[src/core/ilc_pkg.sv]
// Package for the per-line I/O control block: register offsets, reset values
// Assumes a plain address/strobe register port with 32-bit words
package ilc_pkg;
    localparam int          LINES           = 32;
    localparam int          ADDR_W          = 8;
    // Byte offsets, one aligned word each
    localparam logic [7:0]  IRQ_ENABLE      = 8'h00;
    localparam logic [7:0]  IRQ_DISABLE     = 8'h04;
    localparam logic [7:0]  IRQ_MASK_STATUS = 8'h08;
    localparam logic [7:0]  INPUT_CHG_STAT  = 8'h0C;
    localparam logic [7:0]  OD_ENABLE       = 8'h10;
    localparam logic [7:0]  OD_DISABLE      = 8'h14;
    localparam logic [7:0]  OD_STATUS       = 8'h18;
    localparam logic [7:0]  PULLUP_DISABLE  = 8'h1C;
    localparam logic [7:0]  PULLUP_ENABLE   = 8'h20;
    localparam logic [7:0]  PULLUP_STATUS   = 8'h24;
    localparam logic [7:0]  PERIPH_FIRST    = 8'h28;
    localparam logic [7:0]  PERIPH_SECOND   = 8'h2C;
    localparam logic [7:0]  PERIPH_STATUS   = 8'h30;
    localparam logic [7:0]  LATCH_WR_ENABLE = 8'h34;
    localparam logic [7:0]  LATCH_WR_DISABL = 8'h38;
    localparam logic [7:0]  LATCH_WR_STATUS = 8'h3C;
    localparam logic [7:0]  OUT_DATA_LATCH  = 8'h40;
    // Values after reset
    localparam logic [31:0] RST_ZERO        = 32'h0000_0000;
    localparam logic [31:0] RST_PULLUP_ON   = 32'h0000_0000;
endpackage : ilc_pkg

[src/core/ilc_line_ctrl.sv]
// Per-line interrupt, open-drain, pull-up, peripheral-select, output latch
// Assumes pins and register port are synchronous to ref_clk
//
// Implementation choices: the register addresses and strobed register access.
`timescale 1ns/1ps
`default_nettype none

module ilc_line_ctrl (
    input  wire logic        ref_clk,
    input  wire logic        sys_rst,
    input  wire logic        clkEn,
    input  wire logic [7:0]  regAddr,
    input  wire logic [31:0] regWdata,
    input  wire logic        regWr,
    input  wire logic        regRd,
    output logic      [31:0] regRdata,
    input  wire logic [31:0] pinIn,
    output logic      [31:0] pinOut,
    output logic      [31:0] pinOe,
    output logic      [31:0] pullupOn,
    output logic      [31:0] periphSecond,
    output logic             irq
);
    // Stored per-line state and its next value, one word per concern
    logic [31:0] irqMask_reg;
    logic [31:0] irqMask_next;
    logic [31:0] chgStat_reg;
    logic [31:0] chgStat_next;
    logic [31:0] openDrain_reg;
    logic [31:0] openDrain_next;
    logic [31:0] pullupOff_reg;
    logic [31:0] pullupOff_next;
    logic [31:0] periphB_reg;
    logic [31:0] periphB_next;
    logic [31:0] latchWrEn_reg;
    logic [31:0] latchWrEn_next;
    logic [31:0] outLatch_reg;
    logic [31:0] outLatch_next;
    logic [31:0] pinPrev_reg;
    logic [31:0] rdData_next;
    logic [31:0] readMux;
    logic [31:0] pinChange;

    // Register strobes, decoded once and shared by the state blocks
    logic        wrIrqEn;
    logic        wrIrqDis;
    logic        wrOdEn;
    logic        wrOdDis;
    logic        wrPuDis;
    logic        wrPuEn;
    logic        wrPerA;
    logic        wrPerB;
    logic        wrLwEn;
    logic        wrLwDis;
    logic        wrLatch;
    logic        rdStat;

    // Address match against one register offset
    function automatic logic hit(input logic [7:0] a, input logic [7:0] off);
        hit = (a == off);
    endfunction : hit

    // Set/clear of a state word; one address per strobe means
    // set and clear never meet in one cycle
    function automatic logic [31:0] setClr(input logic [31:0] cur,
                                           input logic s, input logic c,
                                           input logic [31:0] d);
        setClr = s ? (cur | d) : (c ? (cur & ~d) : cur);
    endfunction : setClr

    // Write decode; at most one strobe fires, unmapped offsets do nothing
    always_comb
    begin
        wrIrqEn  = 1'b0;
        wrIrqDis = 1'b0;
        wrOdEn   = 1'b0;
        wrOdDis  = 1'b0;
        wrPuDis  = 1'b0;
        wrPuEn   = 1'b0;
        wrPerA   = 1'b0;
        wrPerB   = 1'b0;
        wrLwEn   = 1'b0;
        wrLwDis  = 1'b0;
        wrLatch  = 1'b0;
        if (regWr && hit(regAddr, ilc_pkg::IRQ_ENABLE))
        begin
            wrIrqEn = 1'b1;
        end
        else if (regWr && hit(regAddr, ilc_pkg::IRQ_DISABLE))
        begin
            wrIrqDis = 1'b1;
        end
        else if (regWr && hit(regAddr, ilc_pkg::OD_ENABLE))
        begin
            wrOdEn = 1'b1;
        end
        else if (regWr && hit(regAddr, ilc_pkg::OD_DISABLE))
        begin
            wrOdDis = 1'b1;
        end
        else if (regWr && hit(regAddr, ilc_pkg::PULLUP_DISABLE))
        begin
            wrPuDis = 1'b1;
        end
        else if (regWr && hit(regAddr, ilc_pkg::PULLUP_ENABLE))
        begin
            wrPuEn = 1'b1;
        end
        else if (regWr && hit(regAddr, ilc_pkg::PERIPH_FIRST))
        begin
            wrPerA = 1'b1;
        end
        else if (regWr && hit(regAddr, ilc_pkg::PERIPH_SECOND))
        begin
            wrPerB = 1'b1;
        end
        else if (regWr && hit(regAddr, ilc_pkg::LATCH_WR_ENABLE))
        begin
            wrLwEn = 1'b1;
        end
        else if (regWr && hit(regAddr, ilc_pkg::LATCH_WR_DISABL))
        begin
            wrLwDis = 1'b1;
        end
        else if (regWr && hit(regAddr, ilc_pkg::OUT_DATA_LATCH))
        begin
            wrLatch = 1'b1;
        end
    end

    // Status read strobe, the only read with a side effect
    assign rdStat = regRd && hit(regAddr, ilc_pkg::INPUT_CHG_STAT);

    // Any level difference against the last enabled-cycle sample
    assign pinChange = pinIn ^ pinPrev_reg;

    // Enable sets, disable clears; zero bits leave lines alone
    always_comb
    begin
        irqMask_next = setClr(irqMask_reg, wrIrqEn, wrIrqDis, regWdata);
    end

    // Interrupt enable state
    always_ff @(posedge ref_clk or posedge sys_rst)
    begin
        if (sys_rst)
        begin
            irqMask_reg <= ilc_pkg::RST_ZERO;
        end
        else if (clkEn)
        begin
            irqMask_reg <= irqMask_next;
        end
    end

    // Read clears; a change in the same cycle wins so none is lost
    always_comb
    begin
        chgStat_next = (rdStat ? 32'h0000_0000 : chgStat_reg) | pinChange;
    end

    // Sticky input-change status
    always_ff @(posedge ref_clk or posedge sys_rst)
    begin
        if (sys_rst)
        begin
            chgStat_reg <= ilc_pkg::RST_ZERO;
        end
        else if (clkEn)
        begin
            chgStat_reg <= chgStat_next;
        end
    end

    // Open-drain set and clear
    always_comb
    begin
        openDrain_next = setClr(openDrain_reg, wrOdEn, wrOdDis, regWdata);
    end

    // Open-drain state
    always_ff @(posedge ref_clk or posedge sys_rst)
    begin
        if (sys_rst)
        begin
            openDrain_reg <= ilc_pkg::RST_ZERO;
        end
        else if (clkEn)
        begin
            openDrain_reg <= openDrain_next;
        end
    end

    // Pull-up kept as "off" so the inverted status reads it directly
    always_comb
    begin
        pullupOff_next = setClr(pullupOff_reg, wrPuDis, wrPuEn, regWdata);
    end

    // Pull-up state
    always_ff @(posedge ref_clk or posedge sys_rst)
    begin
        if (sys_rst)
        begin
            pullupOff_reg <= ilc_pkg::RST_PULLUP_ON;
        end
        else if (clkEn)
        begin
            pullupOff_reg <= pullupOff_next;
        end
    end

    // Second select sets, first select clears
    always_comb
    begin
        periphB_next = setClr(periphB_reg, wrPerB, wrPerA, regWdata);
    end

    // Peripheral selection, one means second function
    always_ff @(posedge ref_clk or posedge sys_rst)
    begin
        if (sys_rst)
        begin
            periphB_reg <= ilc_pkg::RST_ZERO;
        end
        else if (clkEn)
        begin
            periphB_reg <= periphB_next;
        end
    end

    // Latch write permission set and clear
    always_comb
    begin
        latchWrEn_next = setClr(latchWrEn_reg, wrLwEn, wrLwDis, regWdata);
    end

    // Latch write permission
    always_ff @(posedge ref_clk or posedge sys_rst)
    begin
        if (sys_rst)
        begin
            latchWrEn_reg <= ilc_pkg::RST_ZERO;
        end
        else if (clkEn)
        begin
            latchWrEn_reg <= latchWrEn_next;
        end
    end

    // Direct latch write touches permitted lines only
    always_comb
    begin
        if (wrLatch)
        begin
            outLatch_next = (outLatch_reg & ~latchWrEn_reg)
                          | (regWdata & latchWrEn_reg);
        end
        else
        begin
            outLatch_next = outLatch_reg;
        end
    end

    // Output data latch
    always_ff @(posedge ref_clk or posedge sys_rst)
    begin
        if (sys_rst)
        begin
            outLatch_reg <= ilc_pkg::RST_ZERO;
        end
        else if (clkEn)
        begin
            outLatch_reg <= outLatch_next;
        end
    end

    // Previous pin level; a line high at reset release shows as a change
    always_ff @(posedge ref_clk or posedge sys_rst)
    begin
        if (sys_rst)
        begin
            pinPrev_reg <= ilc_pkg::RST_ZERO;
        end
        else if (clkEn)
        begin
            pinPrev_reg <= pinIn;
        end
    end

    // Pad drive: open-drain lines only enable when pulling low
    always_comb
    begin
        pinOut = outLatch_reg;
        pinOe  = ~openDrain_reg | ~outLatch_reg;
    end

    // Pull-up control is the inverse of the stored "off" word
    assign pullupOn     = ~pullupOff_reg;

    // Selection goes straight to the pin multiplexer
    assign periphSecond = periphB_reg;

    // Level request while any enabled line has a pending change
    assign irq          = |(chgStat_reg & irqMask_reg);

    // Read decode; unmapped and write-only offsets read zero
    always_comb
    begin
        if (hit(regAddr, ilc_pkg::IRQ_MASK_STATUS))
        begin
            readMux = irqMask_reg;
        end
        else if (hit(regAddr, ilc_pkg::INPUT_CHG_STAT))
        begin
            readMux = chgStat_reg;
        end
        else if (hit(regAddr, ilc_pkg::OD_STATUS))
        begin
            readMux = openDrain_reg;
        end
        else if (hit(regAddr, ilc_pkg::PULLUP_STATUS))
        begin
            readMux = pullupOff_reg;
        end
        else if (hit(regAddr, ilc_pkg::PERIPH_STATUS))
        begin
            readMux = periphB_reg;
        end
        else if (hit(regAddr, ilc_pkg::LATCH_WR_STATUS))
        begin
            readMux = latchWrEn_reg;
        end
        else if (hit(regAddr, ilc_pkg::OUT_DATA_LATCH))
        begin
            readMux = outLatch_reg;
        end
        else
        begin
            readMux = 32'h0000_0000;
        end
    end

    // Zero after enabled non-read cycles; stale data lingers only while clkEn is low
    always_comb
    begin
        if (regRd)
        begin
            rdData_next = readMux;
        end
        else
        begin
            rdData_next = 32'h0000_0000;
        end
    end

    // Read data one cycle after the strobe
    always_ff @(posedge ref_clk or posedge sys_rst)
    begin
        if (sys_rst)
        begin
            regRdata <= ilc_pkg::RST_ZERO;
        end
        else if (clkEn)
        begin
            regRdata <= rdData_next;
        end
    end
endmodule : ilc_line_ctrl

`default_nettype wire

[config.mk]
export PLATFORM = sky130hd
export DESIGN_NAME = ilc_line_ctrl
export DESIGN_NICKNAME = d
export VERILOG_FILES = /design/src/core/ilc_pkg.sv /design/src/core/ilc_line_ctrl.sv
export SDC_FILE = /design/constraint.sdc
export NUM_CORES = 1
export LEC_CHECK = 0
export BUFFER_PORTS_ARGS = -buffer_cell sky130_fd_sc_hd__buf_2
export CORE_MARGIN = 2
export CORE_UTILIZATION = 25
export CTS_CLUSTER_SIZE = 40
export DETAILED_ROUTE_END_ITERATION = 10
export SLEW_MARGIN = 40
export SYNTH_ARGS = -nofsm -noshare
export SYNTH_HDL_FRONTEND = slang
export SYNTH_SLANG_ARGS = --single-unit
[constraint.sdc]
create_clock -name ref_clk -period 19.55 [get_ports ref_clk]
set_clock_uncertainty 0.05 [all_clocks]
set_input_delay 3.91 -clock ref_clk [delete_from_list [all_inputs] [get_ports ref_clk]]
set_output_delay 3.91 -clock ref_clk [all_outputs]
set_load 0.005 [all_outputs]
---- Word level (Yosys, flattened, before mapping) ----
Cells that the tools add are included.
word-level totals
  latch bits .............................. 0
  memory bits (writable) .................. 0
  memories kept ........................... 0
  output and inout bits ................... 161
  input port bits ......................... 77
  memory bits (read-only) ................. 0
  register bits ........................... 288
  logic and storage cells ................. 157
operators by class
  reduce and logical (&&, ||, !) cells .... 25
  $add $sub $neg .......................... 0
  equality and inequality tests ........... 16
  multiply operators ...................... 0
  multiplexer cells ....................... 85
  divide/modulo/power cells ............... 0
  bitwise operators ....................... 22
  shift-type cells ........................ 0
  $lt $le $gt $ge ......................... 0
operators by type and width
  cell                number
  $mux 32             19
  $and 32x32->32      8
  $or 32x32->32       8
  $not 32->32         5
  $mux 1              66
  $eq 8x6->1 const B  8
  $eq 8x5->1 const B  4
  $reduce_or 32->1    1
  $xor 32x32->32      1
  $eq 8x4->1 const B  2
  $logic_and 1x1->1   12
  $reduce_and 2->1    6
  $reduce_bool 2->1   5
  $eq 8x3->1 const B  1
  $eq 8x7->1 const B  1
  $logic_not 8->1     1

---- Longest topological paths before layout ----
Gate-level depths: netlist of the first run.
  depth after elaboration ................. 14
  gate-level depth with buffers ........... 7
  gate-level depth less buffers ........... 4

---- Worst setup path after synthesis of the first run ----
No wires, ideal clock.
  kind .................................... input port to flip-flop
  start point ............................. input regAddr[7]
  end point ............................... register regRdata[21]
  buffers on the path ..................... 3
  setup time .............................. 142 ps
  data arrival time ....................... 5580 ps
  required time ........................... 19358 ps
  cell stages on the path ................. 7
  setup slack ............................. 13778 ps
  cells stage by stage .................... or4_4 > buf_6 > or4b_1 > clkbuf_2 > buf_6 > o221ai_2 > o221ai_1
between the ends
  cells in the longest elaborated chain, start to end .. 9
RTL lines
  what                    line                  text
  start: declaration      ilc_line_ctrl.sv:12   input wire logic [7:0] regAddr,
  $eq 8x7->1              ilc_line_ctrl.sv:60   hit = (a == off);
  $mux 32                 ilc_line_ctrl.sv:334  else if (hit(regAddr, ilc_pkg::OUT_DATA_LATCH))
  $mux 32                 ilc_line_ctrl.sv:330  else if (hit(regAddr, ilc_pkg::LATCH_WR_STATUS))
  $mux 32                 ilc_line_ctrl.sv:326  else if (hit(regAddr, ilc_pkg::PERIPH_STATUS))
  $mux 32                 ilc_line_ctrl.sv:322  else if (hit(regAddr, ilc_pkg::PULLUP_STATUS))
  $mux 32                 ilc_line_ctrl.sv:318  else if (hit(regAddr, ilc_pkg::OD_STATUS))
  $mux 32                 ilc_line_ctrl.sv:314  else if (hit(regAddr, ilc_pkg::INPUT_CHG_STAT))
  $mux 32 *               ilc_line_ctrl.sv:310  if (hit(regAddr, ilc_pkg::IRQ_MASK_STATUS))
  $mux 32 *               ilc_line_ctrl.sv:347  if (regRd)
  end signal: assignment  ilc_line_ctrl.sv:362  regRdata <= ilc_pkg::RST_ZERO;
  end signal: assignment  ilc_line_ctrl.sv:366  regRdata <= rdData_next;
  end: declaration        ilc_line_ctrl.sv:16   output logic [31:0] regRdata,
Every way passes the cells marked *; elsewhere a longest branch is shown, timed or not.
A chain may end at the register's enable or synchronous reset.

---- Final worst setup path of the first run ----
  start point ............................. register chgStat_reg[27]
  end point ............................... output irq
between the ends
  cells in the longest elaborated chain, start to end .. 2
RTL lines
  what                      line                  text
  start: declaration        ilc_line_ctrl.sv:27   logic [31:0] chgStat_reg;
  start signal: assignment  ilc_line_ctrl.sv:167  chgStat_reg <= ilc_pkg::RST_ZERO;
  start signal: assignment  ilc_line_ctrl.sv:171  chgStat_reg <= chgStat_next;
  $and 32x32->32            ilc_line_ctrl.sv:305  assign irq = |(chgStat_reg & irqMask_reg);
  $reduce_or 32->1          ilc_line_ctrl.sv:305
  end: declaration          ilc_line_ctrl.sv:22   output logic irq
No other way between the ends.

==> results of run 1 <==
[stage by stage]
step	cells	area (um^2)	setup slack, ps	total power, mW	hold WS [ps]
after detailed placement	2275	16700	12710	0.708	431
after global routing	2335	17800	13200	1.38	462
final	2337	17800	13270	1.34	441
after global placement	2273	16600	12740	0.705	423
after floorplan	1357	14700	7640	0.668	414
after CTS	2332	17800	13230	1.35	444
[area by class of cell]
cell class / count / area, um^2 / share of cell area
Clock inverter: 7 / 63.8 / 0.00358
Clock buffer: 50 / 1040 / 0.0586
Sequential cell: 288 / 7210 / 0.404
Antenna cell: 3 / 7.51 / 0.000421
Tap cell: 765 / 957 / 0.0537
Timing Repair Buffer: 265 / 1460 / 0.0818
Multi-Input combinational cell: 893 / 6830 / 0.383
Inverter: 66 / 260 / 0.0146
[critical path: cells and delay by family (launching register included)]
family          cells  cell delay [ps]
simple gates        2              790
flops               1              470
compound gates      1              320
buf+inv             1              190
[layout by cell type (no fill, tap or decap), types with 2 or more instances in the layout]
cell type / synthesis / layout
dfrtp_1: 288 / 288
buf_2: 26 / 235
nand2_1: 228 / 228
mux2_2: 199 / 199
inv_1: 66 / 65
a211oi_1: 59 / 59
nand3_1: 39 / 39
a22o_1: 37 / 37
clkbuf_16: 0 / 37
o221ai_1: 34 / 34
xor2_1: 32 / 32
mux2_1: 30 / 30
nand2b_1: 30 / 29
or3b_2: 27 / 27
nor3_1: 28 / 27
a2111oi_0: 27 / 27
o22a_1: 27 / 27
o22ai_1: 27 / 27
buf_4: 0 / 26
a22oi_1: 16 / 16
clkbuf_8: 0 / 7
clkbuf_1: 72 / 6
nor2_2: 0 / 5
a221oi_1: 5 / 5
o21a_1: 5 / 5
nand4_1: 5 / 5
clkinv_2: 0 / 5
or4_1: 4 / 4
or4b_2: 4 / 4
nor4_4: 1 / 4
diode_2: 0 / 3
nor2_1: 8 / 3
o221ai_2: 3 / 3
nor2b_1: 2 / 2
buf_16: 0 / 2
[Yosys cell counts (30+ instances only)]
cell      count
nand2b_1     30
nand3_1      39
o221ai_1     34
a22o_1       37
inv_1        66
a211oi_1     59
xor2_1       32
mux2_2      199
nand2_1     228
dfrtp_1     288
mux2_1       30
clkbuf_1     72
[worst paths after layout]
kind,start,end,slack [ps],cells after the start
hold reg to reg,flop,flop,440,1
setup / recovery,chgStat_reg[27]$_DFFE_PP0P_,irq,13270,4
hold / removal,flop,flop,440,1
setup reg to reg,flop,regRdata[18]$_DFFE_PP0P_,17970,4
min in group asynchronous,sys_rst,pinPrev_reg[21]$_DFFE_PP0P_,3370,2
max in group asynchronous,sys_rst,regRdata[11]$_DFFE_PP0P_,14640,4
[per-layer routing]
layer  share of wire  global-route usage  wire, um
met5         0.00021                   0        12
met4           0.023              0.0493      1320
met3            0.10              0.0561      5690
met2            0.46               0.293     26100
met1            0.42               0.245     23600
[report_power, final]
| part | switching, mW | leakage (nW) | internal (mW) |
|---|---|---|---|
| Clock | 0.256 | 0.551 | 0.383 |
| Sequential | 0.00515 | 3.79 | 0.604 |
| Combinational | 0.0612 | 3.23 | 0.0282 |
[kinds of logic after synthesis]
| family | share of synthesized area |
|---|---|
| compound gates | 0.134 |
| xor+xnor | 0.0197 |
| buf+inv | 0.0494 |
| flops | 0.491 |
| mux | 0.176 |
| simple gates | 0.130 |
==> metrics.txt, run 1 <==
Power Density between 70 and 80 mW/mm^2; Buffers on Ports 237; fillcell total 6005; Post-synth EDFFs 0; main flop type after synthesis dfrtp_1; Yosys top cell area share 0.491; RePlAce Congestion 0.849; first-pass GRT wire length between 80 and 90 mm; Leak 7.57 nW; Slew headroom 0.422; DRC viols 0; GRT Overall Usage 0.185; Crit-path slowest cell or4_1; DRT iter0 DRCs 1035; syn nets roughly 1400; Max Clock Freq between 150 and 200 MHz; Tcrit/Tclk final 0.321; total gr overflow 0; Die Area 0.0607 mm^2; Die Y 246 um; wirelength, routed 56.7 mm; critical path class reg2out; # Max-Cap Violations 0; Rows 88; worst vdd rail ir drop 0.0435 mV; Slew Viols, Final 0; Util after Layout 0.308; number of global-route vias before repair 12000; register area share after synthesis 0.491; largest net degree at the start of global routing 110; final net count 1627; clk sinks 288; Final Hold Viols 0; Ports ~240; Setup Fix Bufs, Post-CTS 0; clk root buf clkbuf_16; Post-CTS Resized 0; Synth area leaders dfrtp_1 49%, mux2_2 15%, nand2_1 5.8%, a211oi_1 3.0%, mux2_1 2.3%; Wirelength per Cell between 20 and 25 um; Critical Path Fanout Max 4; DR pass1 iterations 5; dpl hpwl 39.7 mm; Area Growth Syn to Fin 21.5%; CP Data Required Time 15590 ps; worst skew pair latency 540 ps; final antenna-violating net count 0; Initial Utilization 0.253; final setup fails 0; status complete, no violations; Syn Std Cell Area around 0.015 mm^2; Hold Crit Class reg2reg; Worst-path clk slew ~60 ps; crit path cell chain a22oi_1 > nand4_1 > or4_1 > buf_2; #FFs+latches synth 288; Synth cell types 44; Critical Path AT 2320 ps; YS warnings 0; area of the core 0.0579 mm^2; Die W 246 um; initial antenna violation count 2; Mapped Cells 1357; Vias/cell just over 5; hold_buf cts 0; min Tclk post-route approximately 6300 ps; H-tree depth 2; CP endpoint kind output pin; Worst-Margin Slew ~860 ps; RSZ-0062 raised after global routing no; syn_area_per_cell 10.8 um^2; Via Count 12100; CTS tree built; max incr delay on CP 670 ps; CTS max path bufs 3; crit path launch type flop; Inserted Clock Buffers 36; layout cell share with drive strength beyond 1 0.362; Async SR Flop Fraction 1.00; final setup TNS 0 ps; Yosys top cell by area dfrtp_1
No activity file was read; power rests on OpenSTA's default activity.
==> run 2: changes to the inputs <==
clock period = 5.65 ns   (was 19.55 ns; I/O delays follow)
==> metrics.txt, run 2 (synthesized netlist as in run 1, its figures left out) <==
status complete, no violations; reg2reg end regRdata[25]$_DFFE_PP0P_; Inserted Clock Buffers 34; most frequent cells in the layout 288 x dfrtp_1, 234 x buf_2, 228 x nand2_1, 199 x mux2_2, 65 x inv_1; final setup TNS 0 ps; wirelength, routed 55.4 mm; Register-to-Register Path Depth 4; area of the core 0.0579 mm^2; final antenna-violating net count 0; CTS tree built; CP Data Required Time 4470 ps; crit path launch type flop; Via Count ~12000; worst skew pair latency 550 ps; worst r2r src chgStat_reg[25]$_DFFE_PP0P_; Leak 7.58 nW; Final Hold Viols 0; GRT Overall Usage 0.181; Worst-path clk slew approximately 60 ps; Post-CTS Resized 0; RSZ-0062 raised after global routing no; Vias/cell 5.09; DR pass1 iterations 5; clk sinks between 200 and 300; Die W 246 um; Hold Path Depth 1; Die Area roughly 0.061 mm^2; clk root buf clkbuf_16; final net count 1636; # Max-Cap Violations 0; Power Density 259 mW/mm^2; Tcrit/Tclk final 0.632; critical path class reg2out; Hold Crit Class reg2reg; final setup fails 0; Worst-Margin Slew 850 ps; CP endpoint kind output pin; fillcell total 6045; Rows about 90; H-tree depth 2; initial antenna violation count 10; reg2reg setup slack 4040 ps; Critical Path AT roughly 2400 ps; Initial Utilization 0.253; Slew headroom 0.431; Critical Path Fanout Max 4; Ports between 200 and 250; dpl hpwl 40.5 mm; largest net degree at the start of global routing 66; Wirelength per Cell approximately 24 um; worst vdd rail ir drop 0.149 mV; Max Clock Freq 280 MHz; Die Y 246 um; Setup Fix Bufs, Post-CTS 0; layout cell share with drive strength beyond 1 0.363; CTS max path bufs 3; DRC viols 0; hold_buf cts 0; total gr overflow 0; Cells after DPL approximately 2300; DRT iter0 DRCs 1093; most common cell after layout, fill and taps aside dfrtp_1; first-pass GRT wire length 81.9 mm; Buffers on Ports 237; Slew Viols, Final 0; min Tclk post-route about 3600 ps; RePlAce Congestion approximately 0.86; number of global-route vias before repair 11900; final std cells w/o fill 2347; Area Growth Syn to Fin 21.6%
run 2: through the flow:
step / hold WS, ps / instance area [um^2] / worst slack, ps / util / power, mW
after floorplan: 414 / 14700 / 651 / - / 2.31
after global placement: 427 / 16700 / 1690 / 0.288 / 2.44
after detailed placement: 438 / 16700 / 1610 / 0.289 / 2.45
after CTS: 451 / 17800 / 2060 / 0.308 / 4.67
after global routing: 459 / 17800 / 2040 / 0.308 / 4.79
final: 449 / 17800 / 2080 / 0.308 / 4.63
run 2: how the worst max path moves through the flow:
stage | from | end | slack [ps] | cells after the start
after floorplan | sys_rst | async pin | 650 | 1
after global placement | regAddr[4] | flop | 1690 | 6
final | chgStat_reg[27]$_DFFE_PP0P_ | irq | 2080 | 4
after CTS | chgStat_reg[27]$_DFFE_PP0P_ | irq | 2060 | 4
after detailed placement | regAddr[4] | flop | 1610 | 6
after global routing | chgStat_reg[27]$_DFFE_PP0P_ | irq | 2040 | 4
run 2: cell type report:
cell class              instances  area, um^2  area share
clock buffers                  45         923      0.0517
flip-flops and latches        288        7210       0.404
well taps                     765         957      0.0536
repair buffers                276        1520      0.0854
inverters                      66         251      0.0141
diodes                          1        2.50    0.000140
clock inverters                13         174     0.00975
multi-input cells             893        6810       0.381
run 2: routing by layer:
metal | vias up | part of all wire | global-route usage
met1 | 5999 | 0.42 | 0.240
met5 | - | 0.0019 | 0
met4 | 16 | 0.031 | 0.0546
li1 | 5305 | - | -
met2 | 524 | 0.45 | 0.278
met3 | 104 | 0.10 | 0.0612
run 2: where the power goes:
| part | switching, mW | internal (mW) | leakage (nW) |
|---|---|---|---|
| Clock | 0.888 | 1.33 | 0.534 |
| Combinational | 0.205 | 0.0973 | 3.26 |
| Sequential | 0.0177 | 2.09 | 3.79 |
run 2: critical path: stages (launching register included):
cell and delay, ps:
dfrtp_1 450, a22oi_1 410, nand4_1 120, or4_1 690, buf_2 190
